--- config.mk ---
export PLATFORM = sky130hd
export DESIGN_NAME = wdt_dt_ctl
export DESIGN_NICKNAME = d
export VERILOG_FILES = /design/src/verilog/wdt_dt_pkg.sv /design/src/verilog/wdt_dt_ctl.sv
export SDC_FILE = /design/constraint.sdc
export NUM_CORES = 1
export LEC_CHECK = 0
export ABC_AREA = 0
export CAP_MARGIN = 15
export CORE_ASPECT_RATIO = 0.8
export CORE_MARGIN = 8
export CORE_UTILIZATION = 40
export CTS_BUF_LIST = sky130_fd_sc_hd__clkbuf_2
export CTS_CLUSTER_DIAMETER = 40
export DETAILED_ROUTE_END_ITERATION = 8
export DONT_BUFFER_PORTS = 1
export GPL_TIMING_DRIVEN = 0
export HOLD_SLACK_MARGIN = 0.03
export PLACE_DENSITY_LB_ADDON = 0.12
export SLEW_MARGIN = 20
export SYNTH_ARGS = -nofsm -noshare
export SYNTH_HDL_FRONTEND = slang
export SYNTH_SLANG_ARGS = --single-unit
--- constraint.sdc ---
create_clock -name clk_sys -period 4.1 [get_ports clk_sys]
set_input_delay 0.82 -clock clk_sys [delete_from_list [all_inputs] [get_ports clk_sys]]
set_output_delay 0.82 -clock clk_sys [all_outputs]
set_load 0.1 [all_outputs]
--- src/verilog/wdt_dt_pkg.sv ---
// Purpose: constants, map and helpers for the watchdog / discharge timer block
// Assumes: 125 MHz system clock, Avalon-MM word addressing
// Notes: time bases are in ms ticks; discharge lengths are in half-minutes
package wdt_dt_pkg;
  // ==========================================================
  // timing
  localparam int CLK_PERIOD_NS = 8;
  localparam int TICK_NS = 1000000;
  localparam int TICK_CYC = TICK_NS / CLK_PERIOD_NS;
  localparam int WDT_S = 2;
  localparam int WDT_MS = WDT_S * 1000;
  localparam int HALF_MIN_S = 30;
  localparam int HALF_MIN_MS = HALF_MIN_S * 1000;
  // ==========================================================
  // word offsets (byte address is four times these)
  localparam logic [5:0] A_CFGA_LO = 6'h00;
  localparam logic [5:0] A_CFGA_HI = 6'h01;
  localparam logic [5:0] A_CFGB = 6'h02;
  localparam logic [5:0] A_SWITCH_CONTROL_GROUP = 6'h03;
  localparam logic [5:0] A_PSB = 6'h04;
  localparam logic [5:0] A_OVUV = 6'h05;
  localparam logic [5:0] A_STATB = 6'h06;
  // ==========================================================
  // fields, masks, reset values
  localparam int DISCHARGE_TIMEOUT_CODE_LSB = 44;
  localparam int DISCHARGE_MONITOR_ENABLE_BIT = 11;
  localparam logic [47:0] CFGA_B0_M = 48'h0000_0000_00FF;
  localparam logic [47:0] CFGA_B13_M = 48'h0000_FFFF_FF00;
  localparam logic [47:0] CFGA_B45_M = 48'hFFFF_0000_0000;
  localparam logic [15:0] CFGB_GPIO_M = 16'h000F;
  localparam logic [15:0] CFGB_MUTE_M = 16'h8000;
  localparam logic [47:0] CFGA_RST = 48'h0000_0000_0000;
  localparam logic [15:0] CFGB_RST = 16'h0000;
  localparam logic [31:0] SWITCH_CONTROL_GROUP_RST = 32'h0000_0000;
  localparam logic [7:0] PSB_RST = 8'h00;
  localparam logic [15:0] RES_RST = 16'hFFFF;
  localparam logic [29:0] OVUV_RST = 30'h0000_0000;
  // result memory indexes
  localparam int IDX_CELL_LAST = 14;
  localparam int IDX_AUX_FIRST = 16;
  localparam int IDX_AUX_KEEP = 26;
  localparam int IDX_SC = 28;
  localparam int IDX_VD = 31;
  // status word bits
  localparam int SB_THERMAL_SHUTDOWN_FLAG = 0;
  localparam int SB_MUX = 1;
  localparam int SB_REV_LSB = 4;
  localparam int SB_WDX = 8;
  localparam int SB_DTRUN = 9;
  // ==========================================================
  typedef enum logic [2:0] {
    CMD_NONE = 3'b000, CMD_WRITE_CONFIG_A_CMD = 3'b001, CMD_READ_CONFIG_A_CMD = 3'b010, CMD_READ_STATUS_B_CMD = 3'b011,
    CMD_CLEAR_CELL_RESULTS_CMD = 3'b100, CMD_CLEAR_AUXILIARY_CMD = 3'b101, CMD_CLEAR_STATUS_CMD = 3'b110, CMD_OTHER = 3'b111
  } cmd_t;

  // timeout code to length in half-minutes
  function automatic logic [7:0] dc_len(input logic [3:0] code);
    case (code)
      4'h1: dc_len = 8'h01;
      4'h2: dc_len = 8'h02;
      4'h3: dc_len = 8'h04;
      4'h4: dc_len = 8'h06;
      4'h5: dc_len = 8'h08;
      4'h6: dc_len = 8'h0A;
      4'h7: dc_len = 8'h14;
      4'h8: dc_len = 8'h1E;
      4'h9: dc_len = 8'h28;
      4'hA: dc_len = 8'h3C;
      4'hB: dc_len = 8'h50;
      4'hC: dc_len = 8'h78;
      4'hD: dc_len = 8'h96;
      4'hE: dc_len = 8'hB4;
      4'hF: dc_len = 8'hF0;
      default: dc_len = 8'h00;
    endcase
  endfunction

  // remaining half-minutes to the smallest bin that holds them
  function automatic logic [3:0] dc_bin(input logic [7:0] rem);
    logic [3:0] c;
    c = 4'h0;
    for (int i = 15; i >= 1; i--) begin
      if (rem <= dc_len(4'(i))) c = 4'(i);
    end
    if (rem == 8'h00) c = 4'h0;
    return c;
  endfunction
endpackage

--- src/verilog/wdt_dt_ctl.sv ---
// Purpose: command watchdog, discharge timer, thermal flag and result clears
// Assumes: inputs synchronous to clk_sys; commands arrive pre-decoded
// Notes: registers on Avalon-MM slave, word addressed
//
// Chosen here: the Avalon-MM slave port and the address map.
`timescale 1ns/1ps
// Functional notes
// watchdog expires after 2 s without command
// expiry resets byte0, gpio, bytes1-3 if monitor off
// timer off: expiry also resets bytes4-5, switches, cfgb
// expiry releases open-drain watchdog pin
// watchdog always on, restarts on good command
// running discharge timer keeps switches through expiry
// enable pin high: switches on for code duration
// code 0 off, 1..F select 0.5..120 min
// pin low or code 0: expiry resets everything
// discharge expiry resets bytes4-5, switches, cfgb part
// readback code shows remaining time
// thermal event resets config, switches off, flag
// read status B clears thermal flag
// clear status sets thermal flag, keeps config
// clear cells sets cell results to FF
// clear aux sets aux, keeps last D words
// clear status keeps revision, reserved read zero
// clear status sets ov/uv, mux, thermal flags
// clear status sets SC, INTERNAL_TEMPERATURE_RESULT, VA, VD FF
// revision field fully visible for error code
// discharge timer restarts only on config A write
// readback 0 when disabled or expired, bins
// prescaled timers, reset clears everything
module wdt_dt_ctl
  import wdt_dt_pkg::*;
#(
  parameter int TICK_CYCLES = TICK_CYC,
  parameter int HALF_MIN_TICKS = HALF_MIN_MS,
  parameter logic [3:0] REV_CODE = 4'h5 // arbitrary value
) (
  input wire logic clk_sys,
  input wire logic sys_rst,
  input wire logic ce,
  input wire logic discharge_timer_enable_pin,
  input wire logic cmd_valid,
  input wire logic cmd_pec_ok,
  input wire cmd_t cmd_code,
  input wire logic thermal_event,
  input wire logic ovuv_load,
  input wire logic [29:0] ovuv_val,
  input wire logic mux_done,
  input wire logic mux_fail,
  input wire logic adc_wr,
  input wire logic [4:0] adc_idx,
  input wire logic [15:0] adc_data,
  input wire logic [5:0] avs_address,
  input wire logic avs_read,
  input wire logic avs_write,
  input wire logic [31:0] avs_writedata,
  input wire logic [3:0] avs_byteenable,
  output logic [31:0] avs_readdata,
  output logic avs_waitrequest,
  output logic watchdog_output_pin_o,
  output logic watchdog_output_pin_oe,
  output logic [14:0] discharge_sw,
  output logic thermal_shutdown_flag
);
  // ==========================================================
  // elaboration checks
  if (TICK_CYCLES < 2 || HALF_MIN_TICKS < 2 || HALF_MIN_TICKS > 32767) begin : g_chk
    $error("timer parameters out of range");
  end

  function automatic logic [31:0] be_merge(input logic [31:0] o, input logic [31:0] n, input logic [3:0] be);
    logic [31:0] r;
    r = o;
    for (int i = 0; i < 4; i++) begin
      if (be[i]) r[i*8 +: 8] = n[i*8 +: 8];
    end
    return r;
  endfunction

  localparam int PW = $clog2(TICK_CYCLES);
  localparam logic [PW-1:0] PRE_LAST = PW'(TICK_CYCLES - 1);
  localparam logic [11:0] WD_LAST = 12'(WDT_MS - 1);
  localparam logic [14:0] HM_LAST = 15'(HALF_MIN_TICKS - 1);

  // ==========================================================
  // bus slave
  logic wait_q, wait_d;
  logic [31:0] rdata_q, rdata_d, rd_word;
  logic wr_ack;
  logic [47:0] cfga_q, cfga_d;
  logic [15:0] cfgb_q, cfgb_d;
  logic [31:0] switch_control_group_q, switch_control_group_d;
  logic [7:0] psb_q, psb_d;
  logic [29:0] ovuv_q, ovuv_d;
  logic thermal_shutdown_flag_q, thermal_shutdown_flag_d, mux_q, mux_d;
  logic [15:0] res_q [0:31];
  logic [15:0] res_d [0:31];
  logic wd_exp_q, wd_exp_d;
  logic [7:0] dt_rem_q, dt_rem_d;
  logic dt_run;
  logic [3:0] discharge_timeout_code_rd;

  assign wr_ack = avs_write && !wait_q;
  assign dt_run = discharge_timer_enable_pin && (cfga_q[DISCHARGE_TIMEOUT_CODE_LSB +: 4] != 4'h0) && (dt_rem_q != 8'h00);
  assign discharge_timeout_code_rd = dt_run ? dc_bin(dt_rem_q) : 4'h0;

  always_comb begin
    rd_word = 32'h0000_0000;
    if (avs_address[5]) begin
      rd_word = {16'h0000, res_q[avs_address[4:0]]};
    end else begin
      case (avs_address)
        A_CFGA_LO: rd_word = cfga_q[31:0];
        A_CFGA_HI: rd_word = {16'h0000, discharge_timeout_code_rd, cfga_q[43:32]};
        A_CFGB: rd_word = {16'h0000, cfgb_q};
        A_SWITCH_CONTROL_GROUP: rd_word = switch_control_group_q;
        A_PSB: rd_word = {24'h0000_00, psb_q};
        A_OVUV: rd_word = {2'b00, ovuv_q};
        A_STATB: begin
          rd_word[SB_THERMAL_SHUTDOWN_FLAG] = thermal_shutdown_flag_q;
          rd_word[SB_MUX] = mux_q;
          rd_word[SB_REV_LSB +: 4] = REV_CODE;
          rd_word[SB_WDX] = wd_exp_q;
          rd_word[SB_DTRUN] = dt_run;
        end
        default: rd_word = 32'h0000_0000;
      endcase
    end
  end

  always_comb begin
    wait_d = 1'b1;
    rdata_d = rdata_q;
    if ((avs_read || avs_write) && wait_q) begin
      wait_d = 1'b0;
      if (avs_read) rdata_d = rd_word;
    end
  end

  always_ff @(posedge clk_sys) begin
    if (sys_rst) begin
      wait_q <= 1'b1;
      rdata_q <= 32'h0000_0000;
    end else if (ce) begin
      wait_q <= wait_d;
      rdata_q <= rdata_d;
    end
  end

  assign avs_waitrequest = wait_q;
  assign avs_readdata = rdata_q;

  // ==========================================================
  // timers
  logic [PW-1:0] pre_q, pre_d;
  logic [11:0] wd_ms_q, wd_ms_d;
  logic [14:0] hm_q, hm_d;
  logic tick, vcmd, wd_fire, dt_fire, oe_q, oe_d;
  logic [14:0] sw_q, sw_d;

  assign tick = (pre_q == PRE_LAST);
  assign vcmd = cmd_valid && cmd_pec_ok;
  assign wd_fire = tick && !wd_exp_q && (wd_ms_q == WD_LAST) && !vcmd;
  assign dt_fire = dt_run && tick && (hm_q == HM_LAST) && (dt_rem_q == 8'h01);

  always_comb begin
    pre_d = tick ? '0 : pre_q + 1'b1;
    wd_ms_d = wd_ms_q;
    wd_exp_d = wd_exp_q;
    hm_d = hm_q;
    dt_rem_d = dt_rem_q;
    if (vcmd) begin
      wd_ms_d = 12'h000;
      wd_exp_d = 1'b0;
    end else if (tick && !wd_exp_q) begin
      if (wd_ms_q == WD_LAST) wd_exp_d = 1'b1;
      else wd_ms_d = wd_ms_q + 12'h001;
    end
    if (vcmd && cmd_code == CMD_WRITE_CONFIG_A_CMD) begin
      hm_d = 15'h0000;
      dt_rem_d = discharge_timer_enable_pin ? dc_len(cfga_q[DISCHARGE_TIMEOUT_CODE_LSB +: 4]) : 8'h00;
    end else if (!dt_run) begin
      dt_rem_d = 8'h00;
    end else if (tick) begin
      if (hm_q == HM_LAST) begin
        hm_d = 15'h0000;
        dt_rem_d = dt_rem_q - 8'h01;
      end else begin
        hm_d = hm_q + 15'h0001;
      end
    end
    oe_d = !wd_exp_d;
    // thermal cuts switches at once; other resets act through the config bits
    sw_d = thermal_event ? 15'h0000 : {cfgb_q[6:4], cfga_q[43:40], cfga_q[39:32]};
  end

  always_ff @(posedge clk_sys) begin
    if (sys_rst) begin
      pre_q <= '0;
      wd_ms_q <= 12'h000;
      wd_exp_q <= 1'b0;
      hm_q <= 15'h0000;
      dt_rem_q <= 8'h00;
      oe_q <= 1'b1;
      sw_q <= 15'h0000;
    end else if (ce) begin
      pre_q <= pre_d;
      wd_ms_q <= wd_ms_d;
      wd_exp_q <= wd_exp_d;
      hm_q <= hm_d;
      dt_rem_q <= dt_rem_d;
      oe_q <= oe_d;
      sw_q <= sw_d;
    end
  end

  assign watchdog_output_pin_o = 1'b0;
  assign watchdog_output_pin_oe = oe_q;
  assign discharge_sw = sw_q;

  // ==========================================================
  // configuration groups
  logic [47:0] ma;
  logic [15:0] mb;
  logic ms, full, discharge_monitor_enable;

  assign discharge_monitor_enable = cfgb_q[DISCHARGE_MONITOR_ENABLE_BIT];
  assign full = (wd_fire && !dt_run) || (dt_fire && wd_exp_q);

  always_comb begin
    ma = 48'h0000_0000_0000;
    mb = 16'h0000;
    ms = full;
    if (full) begin
      ma = ~48'h0000_0000_0000;
      mb = ~16'h0000;
    end
    if (wd_fire && dt_run) begin
      ma = ma | CFGA_B0_M | (discharge_monitor_enable ? 48'h0000_0000_0000 : CFGA_B13_M);
      mb = mb | CFGB_GPIO_M;
    end
    if (dt_fire && !wd_exp_q) begin
      ma = ma | CFGA_B45_M | (discharge_monitor_enable ? CFGA_B13_M : 48'h0000_0000_0000);
      mb = mb | ~(CFGB_GPIO_M | CFGB_MUTE_M);
      ms = 1'b1;
    end
    if (thermal_event) begin
      ma = ~48'h0000_0000_0000;
      mb = mb | ~CFGB_MUTE_M;
    end
    cfga_d = (cfga_q & ~ma) | (CFGA_RST & ma);
    cfgb_d = (cfgb_q & ~mb) | (CFGB_RST & mb);
    switch_control_group_d = ms ? SWITCH_CONTROL_GROUP_RST : switch_control_group_q;
    psb_d = ms ? PSB_RST : psb_q;
    // new write data lands after any reset of the same cycle
    if (wr_ack && !avs_address[5]) begin
      case (avs_address)
        A_CFGA_LO: cfga_d[31:0] = be_merge(cfga_d[31:0], avs_writedata, avs_byteenable);
        A_CFGA_HI: cfga_d[47:32] = 16'(be_merge({16'h0000, cfga_d[47:32]}, avs_writedata, avs_byteenable));
        A_CFGB: cfgb_d = 16'(be_merge({16'h0000, cfgb_d}, avs_writedata, avs_byteenable));
        A_SWITCH_CONTROL_GROUP: switch_control_group_d = be_merge(switch_control_group_d, avs_writedata, avs_byteenable);
        A_PSB: psb_d = 8'(be_merge({24'h0000_00, psb_d}, avs_writedata, avs_byteenable));
        default: ;
      endcase
    end
  end

  always_ff @(posedge clk_sys) begin
    if (sys_rst) begin
      cfga_q <= CFGA_RST;
      cfgb_q <= CFGB_RST;
      switch_control_group_q <= SWITCH_CONTROL_GROUP_RST;
      psb_q <= PSB_RST;
    end else if (ce) begin
      cfga_q <= cfga_d;
      cfgb_q <= cfgb_d;
      switch_control_group_q <= switch_control_group_d;
      psb_q <= psb_d;
    end
  end

  // ==========================================================
  // status flags and results
  logic c_cell, c_aux, c_stat, rd_stb;
  assign c_cell = vcmd && cmd_code == CMD_CLEAR_CELL_RESULTS_CMD;
  assign c_aux = vcmd && cmd_code == CMD_CLEAR_AUXILIARY_CMD;
  assign c_stat = vcmd && cmd_code == CMD_CLEAR_STATUS_CMD;
  assign rd_stb = vcmd && cmd_code == CMD_READ_STATUS_B_CMD;

  always_comb begin
    thermal_shutdown_flag_d = thermal_shutdown_flag_q;
    if (rd_stb) thermal_shutdown_flag_d = 1'b0;
    if (thermal_event || c_stat) thermal_shutdown_flag_d = 1'b1;
    mux_d = mux_done ? mux_fail : mux_q;
    ovuv_d = ovuv_load ? ovuv_val : ovuv_q;
    if (c_stat) begin
      mux_d = 1'b1;
      ovuv_d = ~30'h0000_0000;
    end
    for (int i = 0; i < 32; i++) begin
      res_d[i] = res_q[i];
      if (adc_wr && adc_idx == 5'(i)) res_d[i] = adc_data;
      if (c_cell && i <= IDX_CELL_LAST) res_d[i] = 16'hFFFF;
      if (c_aux && i >= IDX_AUX_FIRST && i < IDX_AUX_KEEP) res_d[i] = 16'hFFFF;
      if (c_stat && i >= IDX_AUX_KEEP && i <= IDX_VD) res_d[i] = 16'hFFFF;
    end
  end

  always_ff @(posedge clk_sys) begin
    if (sys_rst) begin
      thermal_shutdown_flag_q <= 1'b0;
      mux_q <= 1'b1;
      ovuv_q <= OVUV_RST;
      for (int i = 0; i < 32; i++) res_q[i] <= RES_RST;
    end else if (ce) begin
      thermal_shutdown_flag_q <= thermal_shutdown_flag_d;
      mux_q <= mux_d;
      ovuv_q <= ovuv_d;
      for (int i = 0; i < 32; i++) res_q[i] <= res_d[i];
    end
  end

  assign thermal_shutdown_flag = thermal_shutdown_flag_q;
endmodule

Word-level counts from Yosys, hierarchy flattened
Memories as Yosys holds them, arrays and structs flattened. A register that Yosys moved wholly into a read port is not among the register bits. Cells that the tools add are included.

ROM bits: 128. Logic and storage cells: 451. Memory bits (writable): 512. Memories kept: 2. Flip-flop bits (word level): 238.

Memories: res_q (depth 32, bits a word 16, rd ports 1, clocked after Yosys merged registers in 0, wr ports 32, RTL line wdt_dt_ctl.sv:96) `logic [15:0] res_q [0:31];`; (no name shown) (depth 16, bits a word 8, rd ports 1, clocked after Yosys merged registers in 1, wr ports 0, RTL line wdt_dt_pkg.sv:58) `case (code)`.

Multiplexer cells: 183. Order comparisons: 15. Equal/unequal tests: 81. Reduce and logical (&&, ||, !) cells: 112. Bitwise gates (word level): 38. Add/subtract/negate cells: 4.

Operator list (count): 2-to-1 mux 16 bit (99); 2-to-1 mux 48 bit (5); 2-to-1 mux 32 bit (7); 2-to-1 mux 8 bit (21); one-hot mux 22 bit (5 select lines) (1); 2-to-1 mux 15 bit (7); OR 48 x 32 -> 48 bit (2); == test 5 bit, second input constant (16); 2-to-1 mux 4 bit (20); AND reduction 2 bit (35); inequality test 2 bit, second input constant (32); 2-to-1 mux 30 bit (2); logical AND 1 bit (53); bitwise AND 48 bit (1); inverter 48 bit (1); one-hot mux 6 bit (7 select lines) (1); == test 5 x 4 -> 1 bit, second input constant (8); 2-to-1 mux 12 bit (3); OR 1 bit (32); <= comparator 8 bit, second input constant (3); == test 5 x 3 -> 1 bit, second input constant (4); == test 6 x 3 -> 1 bit, second input constant (3); adder 17 x 1 -> 17 bit, second input constant (1); == test 17 bit, second input constant (1); 37 further kinds (75).

Depth between registers and ports, before layout
Gate-level depths: netlist (run 1).

Word-level depth: 21. Mapped depth: 12.

Worst setup path after synthesis (run 1)
No wires, ideal clock.

Kind: input to register. From: input avs_address[2]. To: register with a tool-made name. Arrival time: 3.528 ns. Path slack: 0.450 ns. Cell stages on the path: 11. Setup time: 0.122 ns. Buffers on the path: 2. Cells stage by stage: buf_2 -> or4_1 -> buf_2 -> nor4_4 -> a21oi_1 -> o21a_1 -> a22oi_1 -> nor2_1 -> ha_1 -> or4_1 -> o311a_1.

RTL lines: from (decl) (RTL line wdt_dt_ctl.sv:53) `input wire logic [5:0] avs_address,`.

Worst setup path after layout (run 1)
From: register dt_rem_q[0]. To: register switch_control_group_q[22].

Cells in the longest elaborated chain, start to end: 12. Elaborated cells on any way between the ends: 16. Those cells by class: 1 x eq/ne; 5 x mux; 10 x reduce/logical.

Ends and longest elaborated chain: from (decl) (RTL line wdt_dt_ctl.sv:99) `logic [7:0] dt_rem_q, dt_rem_d;`; from (signal assigned) (RTL line wdt_dt_ctl.sv:211) `dt_rem_q <= dt_rem_d;`; nonzero test 8 bit (RTL line wdt_dt_ctl.sv:104) `assign dt_run = discharge_timer_enable_pin && (cfga_q[DISCHARGE_TIMEOUT_CODE_LSB +: 4] != 4'h0) && (dt_rem_q ! ...`; logical AND 1 bit (RTL line wdt_dt_ctl.sv:104); logical AND 1 bit (3 in series) (RTL line wdt_dt_ctl.sv:164) `assign dt_fire = dt_run && tick && (hm_q == HM_LAST) && (dt_rem_q == 8'h01);`; logical AND 1 bit (RTL line wdt_dt_ctl.sv:228) `assign full = (wd_fire && !dt_run) || (dt_fire && wd_exp_q);`; logical OR 1 bit (RTL line wdt_dt_ctl.sv:228); 2-to-1 mux 1 bit (*) (RTL line wdt_dt_ctl.sv:242) `if (dt_fire && !wd_exp_q) begin`; 2-to-1 mux 32 bit (*) (RTL line wdt_dt_ctl.sv:253) `switch_control_group_d = ms ? SWITCH_CONTROL_GROUP_RST : switch_control_group_q;`; 2-to-1 mux 8 bit (RTL line wdt_dt_ctl.sv:75) `if (be[i]) r[i*8 +: 8] = n[i*8 +: 8];`; 2-to-1 mux 32 bit (RTL line wdt_dt_ctl.sv:257) `case (avs_address)`; 2-to-1 mux 32 bit (*) (RTL line wdt_dt_ctl.sv:256) `if (wr_ack && !avs_address[5]) begin`; to (signal assigned) (RTL line wdt_dt_ctl.sv:277) `switch_control_group_q <= switch_control_group_d;`; to (decl) (RTL line wdt_dt_ctl.sv:92) `logic [31:0] switch_control_group_q, switch_control_group_d;`.

Mark *: on every way between the ends. The rest lies on a longest branch, timed or not. A chain may end at the register's enable or synchronous reset.

==> implementation parameters, run 1 <==
Parameter                              Value

Run status
  Outcome ... completed

Routing
  First-pass detailed-route iteration total ... 5
  Met2 wire length ... 50.5 mm
  Vias per inst ... 6.01
  WL met3 ... 12.6 mm
  Number of remaining DRC errors ... 0
  Number of nets with antenna violations after routing ... 0
  Wire per inst ... 28.4 um
  Highest routing layer actually used ... met5
  Wire length the detailed router placed on met1 ... 49.4 mm
  Drt first-iter violations ... 3286
  Routed vias ... 24500
  Final Routed Wirelength ... 116 mm

Cells and area
  Non-filler instance count after layout ... 4076
  Final std cell area, no fill ... 0.0381 mm^2
  Signed area change from the synthesized netlist to the final layout ... 17.9%
  Nets ... 3011
  Layout cells sized above 1 ... 19.6%
  Filler Cell Count ... 7306

Placed design
  DPL Wire Length ... 82.4 mm
  Placed insts ... 3543
  DP Area ... 0.0344 mm^2
  Final weighted congestion of routability-driven global placement ... 0.945
  Count of input and output buffers ... 0

Setup path
  Critical Path AT ... 5110 ps
  Slowest stage cell on the critical path ... dlygate4sd3_1
  Count of buffer and inverter cells on the critical path ... 2
  Gate family responsible for the most delay along the worst path ... compound AO/OA/AOI/OAI gates
  Sort of element at the end of the critical path ... register
  Cells traversed along the worst timing path ... inv_1 > ha_1 > or3b_1 > o31a_1 > or4_1 > a21oi_1 > o21ai_2 > a22oi_1 > dlygate4sd3_1 > nor2_1
  Worst Setup Start Kind ... register
  Max stage delay on crit path ... 570 ps
  Critical-path maximum fanout ... 8
  Type of the worst setup path ... register to register
  Required time reported for the critical path endpoint ... 5320 ps

Clocking
  CTS tree ... built
  Post-CTS Setup Repair Bufs ... 0
  Clock buffer count from CTS ... 189
  Sink count of the clock tree ... 758
  Register clock-pin slew on the reported worst setup and hold paths ... 100 ps
  Maximum clock insertion buffer count ... 3
  Number of levels in the clock H-tree ... 4
  Insertion delay of the later-clocked pin in the worst-skew pair ... 1430 ps
  Clock root buffer master ... clkbuf_2

Worst hold path
  Class of the tightest hold or removal check ... primary input to register

Synth
  Number of enable flip-flop cells after synthesis ... 512
  Most common cell in the synthesized netlist ... edfxtp_1
  Cell taking the most area after synthesis ... edfxtp_1
  Area share of the leading cell type in the synthesized netlist ... 47.5%
  Synth cell count leaders ... edfxtp_1, nand2_1, dfxtp_1
  Synth Area per Inst ... 13.1 um^2
  Number of unique standard cell types used by synthesis ... 80
  Cell types with the largest area share after synthesis ... edfxtp_1, dfxtp_1, mux4_2
  Synth Flop Type ... edfxtp_1
  Flip-flop and latch count after synthesis ... 758
  Synthesis Warnings ... 0
  Sequential fraction of the synthesis area ... 62.8%
  Total nets after synthesis ... 2588
  Synth async-reset ratio ... 0%
  Post-synthesis instance area ... 0.0323 mm^2
  Post-synthesis cell count ... 2466

Power and ir drop
  Leakage ... 12.8 nW
  Ratio of total power to cell area ... 409 mW/mm^2
  Worst vdd ir ... 0.196 mV
  Overall power after layout ... 15.6 mW

STA
  Final worst clock skew ... 134 ps
  Fmax ... 0.257 GHz
  Number of max-slew violations in the final report ... 0
  Slew @ Worst Pin ... 1210 ps
  Count of endpoints failing setup in the final report ... 0
  Final period util ... 94.9%
  Remaining max-slew budget at the tightest pin ... 19.5%
  Final Hold Vio Count ... 0
  RSZ-0062 raised after global routing ... false
  Crit path time final ... 3890 ps

Global route
  Largest net degree at the start of global routing ... 17
  Global-route wire length before repair ... 166 mm
  Total global-route track usage ... 25.1%
  Residual overflow from global routing ... 0
  Number of antenna violations at the first check in global routing ... 14
  Number of global-route vias before repair ... 24200

Floorplan
  Core area ... 0.0803 mm^2
  Chip Height ... 270 um
  Overall die area ... 0.0903 mm^2
  Initial core utilization ... 40.3%
  Standard-cell rows ... 93
  I/O pin cnt ... 160
  Die boundary width ... 334 um

Flow run
  Max-cap violations ... 0
==> logic make-up (layout without fill, tap and decap cells) <==
logic type,Yosys count,count (layout),synth area share (%)
multiplexers,186,186,12.1
AO/OA/AOI/OAI,390,390,8.68
adder cells (fa/ha/maj),13,13,0.503
AND/OR/NAND/NOR,895,895,12.7
buffers and inverters,189,745,2.31
flip-flops,758,758,62.8
other,1,10,0.0116
XOR/XNOR,34,34,0.921
==> repair_timing <==
action | in CTS | in global routing
endpoints found under the setup margin | 0 | 12
endpoints found under the hold margin | 928 | 0
hold buffers | 200 | 0
gates resized for setup | 0 | 2
==> registers in the layout, indices dropped and copies added (netlist names), 15 cells and up, named ones only <==
| register | count |
|---|---|
| res_q | 512 |
| cfga_q | 48 |
| avs_readdata | 32 |
| ovuv_q | 30 |
| discharge_sw | 15 |
| pre_q | 17 |
| hm_q | 15 |
| switch_control_group_q | 32 |
| cfgb_q | 16 |
==> stage by stage <==
step | setup WS [ps] | setup TNS [ps] | hold WS (ps) | util, %
floorplan | 450 | 0 | 437 | -
global route | 64.8 | 0 | 94.8 | 47.5
finish | 210 | 0 | 257 | 47.5
detailed placement | -446 | -51750 | 456 | 42.9
CTS | 131 | 0 | 30.2 | 47.5
global placement | -1680 | -656370 | 448 | 41.9
==> final timing paths <==
path / end / cells past startpoint / slack (ps) / startpoint
hold / removal: cfga_q[23] / 3 / 260 / avs_writedata[23]
setup reg to reg: switch_control_group_q[22] / 10 / 210 / dt_rem_q[0]
setup / recovery: switch_control_group_q[22] / 10 / 210 / dt_rem_q[0]
hold reg to reg: avs_readdata[6] / 2 / 460 / ovuv_q[6]
==> layout make-up <==
cell class	instances	area, um^2	area share, %
timing repair buffer	232	2530	6.64
clock inverter	57	337	0.883
multi-input combinational	1519	11500	30.2
clock buffer	267	1340	3.50
buffer	170	691	1.81
sequential	758	20300	53.2
tap	1045	1310	3.43
inverter	19	71.3	0.187
antenna	9	22.5	0.0591
==> layout by cell type, fill, tap and decap left out, types with 8 or more instances in the layout <==
cell type	count
a21oi_1	72
a21oi_4	14
a221oi_1	9
a22o_1	21
a22oi_1	64
a31oi_1	10
a32o_1	46
a32oi_1	22
and2_1	17
and3_1	10
buf_1	8
buf_2	24
buf_8	20
clkbuf_1	127
clkbuf_2	276
clkinv_1	38
dfxtp_1	243
diode_2	9
dlygate4sd3_1	200
edfxtp_1	512
ha_1	13
inv_1	18
mux2_2	17
mux4_2	162
nand2_1	357
nand2b_1	23
nand3_1	23
nand4_1	15
nor2_1	245
nor2b_1	9
nor3_1	74
o21ai_0	49
o21ai_2	17
o31ai_1	8
or3_1	73
xnor2_1	18
xor2_1	16
==> where the power goes <==
part,internal [mW],switching [mW]
logic,0.636,1.00
clock network,1.95,3.21
registers,8.59,0.225
total,11.2,4.44
==> worst register-to-register path: cells and delay by family, from the launching register on <==
family,cells,cell delay [ps]
buffers and inverters,2,700
flip-flops,1,360
AO/OA/AOI/OAI,4,1430
adder cells (fa/ha/maj),1,250
AND/OR/NAND/NOR,3,1080
==> metal layers <==
metal / track usage (%) / up-vias
li1: - / 10400
met2: 36.6 / 1414
met4: 8.79 / 8
met5: 0 / -
met3: 7.66 / 217
met1: 35.4 / 12500
No activity file was read; power rests on OpenSTA's default activity.
==> run 2, diff against run 1 <==
--- a/config.mk
+++ b/config.mk
@@ -17,6 +17,7 @@
 export GPL_TIMING_DRIVEN = 0
 export HOLD_SLACK_MARGIN = 0.03
 export PLACE_DENSITY_LB_ADDON = 0.12
+export RECOVER_POWER = 25
 export SLEW_MARGIN = 20
 export SYNTH_ARGS = -nofsm -noshare
 export SYNTH_HDL_FRONTEND = slang
==> constraint.sdc (replaced) <==
create_clock -name clk_sys -period 3.8 [get_ports clk_sys]
set_input_delay 0.76 -clock clk_sys [delete_from_list [all_inputs] [get_ports clk_sys]]
set_output_delay 0.76 -clock clk_sys [all_outputs]
set_load 0.1 [all_outputs]
==> implementation parameters, run 2 (same netlist as run 1, synthesis figures left out) <==
Parameter                              Value

Run status
  Outcome ... complete, but fails checks
  Violations in the final reports ... negative setup slack

STA
  Remaining max-slew budget at the tightest pin ... 21.2% (+1.7 points)
  Count of endpoints failing setup in the final report ... 6 (+6)
  Fmax ... 0.256 GHz
  Crit path time final ... 3910 ps
  Post-Route Hold Slack ... 202 ps (-54.8 ps)
  Number of max-slew violations in the final report ... 0 (unchanged)
  Slew @ Worst Pin ... 1180 ps (-30.5 ps)
  Final period util ... 103%
  Final Hold Vio Count ... 0 (unchanged)
  Final worst clock skew ... 133 ps (-0.817 ps)
  Slack of the critical path ... -107 ps (-316 ps)
  RSZ-0062 raised after global routing ... true

Clocking
  Post-CTS Setup Repair Bufs ... 0 (unchanged)
  Maximum clock insertion buffer count ... 3 (unchanged)
  Sink count of the clock tree ... 758 (unchanged)
  Register clock-pin slew on the reported worst setup and hold paths ... 120 ps (+20 ps)
  Insertion delay of the later-clocked pin in the worst-skew pair ... 1430 ps (about the same)
  Clock root buffer master ... clkbuf_2
  CTS tree ... built
  Number of levels in the clock H-tree ... 4 (unchanged)
  Clock buffer count from CTS ... 189 (unchanged)

Worst hold path
  Critical hold path startpoint ... adc_idx[3]
  Class of the tightest hold or removal check ... primary input to register
  Hold path depth ... 3 (unchanged)
  Worst hold path endpoint ... res_q[7][1]

Setup path
  Type of the worst setup path ... primary input to register
  Reg-to-reg slack, setup ... 160 ps (-50 ps)
  R2R Path Start ... dt_rem_q[0]
  Sort of element at the end of the critical path ... register
  Worst Setup Start Kind ... primary input
  Required time reported for the critical path endpoint ... 4990 ps (-330 ps)
  Critical-path maximum fanout ... 10 (+2)
  Worst Reg-to-Reg Cells ... 11 (+1)
  Critical Path AT ... 5100 ps (about the same)

Global route
  Residual overflow from global routing ... 0 (unchanged)
  Global-route wire length before repair ... 166 mm (+0.15%)
  Total global-route track usage ... 25.1% (about the same)
  Number of antenna violations at the first check in global routing ... 13 (-1)
  Largest net degree at the start of global routing ... 17 (unchanged)
  Number of global-route vias before repair ... 24300 (+0.57%)

Routing
  Vias per inst ... 5.96 (-0.78%)
  First-pass detailed-route iteration total ... 8 (+3)
  Routed vias ... 24400 (-0.39%)
  Number of nets with antenna violations after routing ... 0 (unchanged)
  Wire per inst ... 28.3 um (-0.38%)
  Final Routed Wirelength ... 116 mm (about the same)
  Drt first-iter violations ... 3259 (-0.82%)
  Number of remaining DRC errors ... 0 (unchanged)

Cells and area
  Utilization after layout ... 47.7% (+0.22 points)
  Leading registers by flop count ... res_q (512), cfga_q (48)
  Signed area change from the synthesized netlist to the final layout ... 18.4%
  Filler Cell Count ... 7294 (-0.16%)
  Max FFs per register ... 512 (unchanged)
  Register containing the most flip-flops in the final layout ... res_q
  Final std cell area, no fill ... 0.0383 mm^2 (+0.45%)
  Nets ... 3024 (+0.43%)
  Most used cells in the layout excluding fill and tap cells ... edfxtp_1, nand2_1, clkbuf_2
  Most common cell after layout, fill and taps aside ... edfxtp_1
  Layout cells sized above 1 ... 19.8% (+0.18 points)

Power and ir drop
  Leakage ... 12.8 nW (+0.49%)
  Worst vdd ir ... 0.212 mV (+8.1%)
  Ratio of total power to cell area ... 440 mW/mm^2 (+7.5%)

Floorplan
  I/O pin cnt ... 160 (unchanged)
  Initial core utilization ... 40.3% (unchanged)
  Core area ... 0.0803 mm^2 (unchanged)
  Standard-cell rows ... 93 (unchanged)
  Die boundary width ... 334 um (unchanged)
  Overall die area ... 0.0903 mm^2 (unchanged)
  Chip Height ... 270 um (unchanged)

Placed design
  DP Area ... 0.0344 mm^2 (unchanged)
  Count of input and output buffers ... 0 (unchanged)
  DPL Wire Length ... 82.4 mm (unchanged)
  Final weighted congestion of routability-driven global placement ... 0.945 (unchanged)
  Worst Setup Slack post-DPL ... -686 ps (-240 ps)

Flow run
  Max-cap violations ... 0 (unchanged)
[run 2: layer usage]
| layer | wire, um | track usage (%) | vias to the layer above |
|---|---|---|---|
| li1 | - | - | 10400 |
| met1 | 49200 | 35.6 | 12300 |
| met2 | 50000 | 36.4 | 1430 |
| met3 | 12900 | 7.26 | 255 |
| met4 | 3740 | 9.04 | 2 |
| met5 | 8 | 0 | - |
[run 2: how the worst max path moves through the flow]
stage | from | to | slack, ps | cells after the start
3_3_place_gp | ce | res_q[7][12] | -1920 | 6
2_1_floorplan | avs_address[2] | register | 210 | 11
3_5_place_dp | ce | register | -690 | 10
6_report | ce | res_q[17][4] | -110 | 8
4_1_cts | dt_rem_q[0] | switch_control_group_q[22] | 30 | 10
5_1_grt | ce | res_q[17][4] | -60 | 8
[run 2: cell type report]
type | instances | area (um^2) | area share, %
inverter | 19 | 71.3 | 0.186
sequential | 758 | 20300 | 53.0
tap | 1045 | 1310 | 3.41
buffer | 170 | 696 | 1.82
timing repair buffer | 245 | 2660 | 6.95
clock buffer | 267 | 1340 | 3.49
antenna | 12 | 30.0 | 0.0784
multi-input combinational | 1519 | 11600 | 30.2
clock inverter | 57 | 337 | 0.879
[run 2: timing repair]
item | 4_1_cts | 5_1_grt
setup endpoints to repair | 2 | 63
gates resized for setup | 1 | 13
hold buffers | 213 | 0
endpoints found under the hold margin | 969 | 0
[run 2: worst max-delay path: stages]
cell and delay, ps:
dlygate4sd3_1 530, clkbuf_1 480, clkinv_1 630, nor2_1 1080, nand3_1 320, clkbuf_1 340
or3_1 380, dlygate4sd3_1 570
[run 2: power breakdown]
part           internal, mW  total (mW)  leakage [nW]  switching [mW]
registers              9.27        9.51          7.14           0.243
logic                 0.700        1.78          4.45            1.08
clock network          2.10        5.57          1.26            3.47
[run 2: through the flow]
stage | std cells | setup TNS (ps) | power (mW)
global route | 4087 | -249 | 17.5
detailed placement | 3543 | -192520 | 11.2
finish | 4092 | -332 | 16.9
floorplan | 2466 | 0 | 10.5
CTS | 4080 | 0 | 16.9
global placement | 3511 | -833280 | 11.1
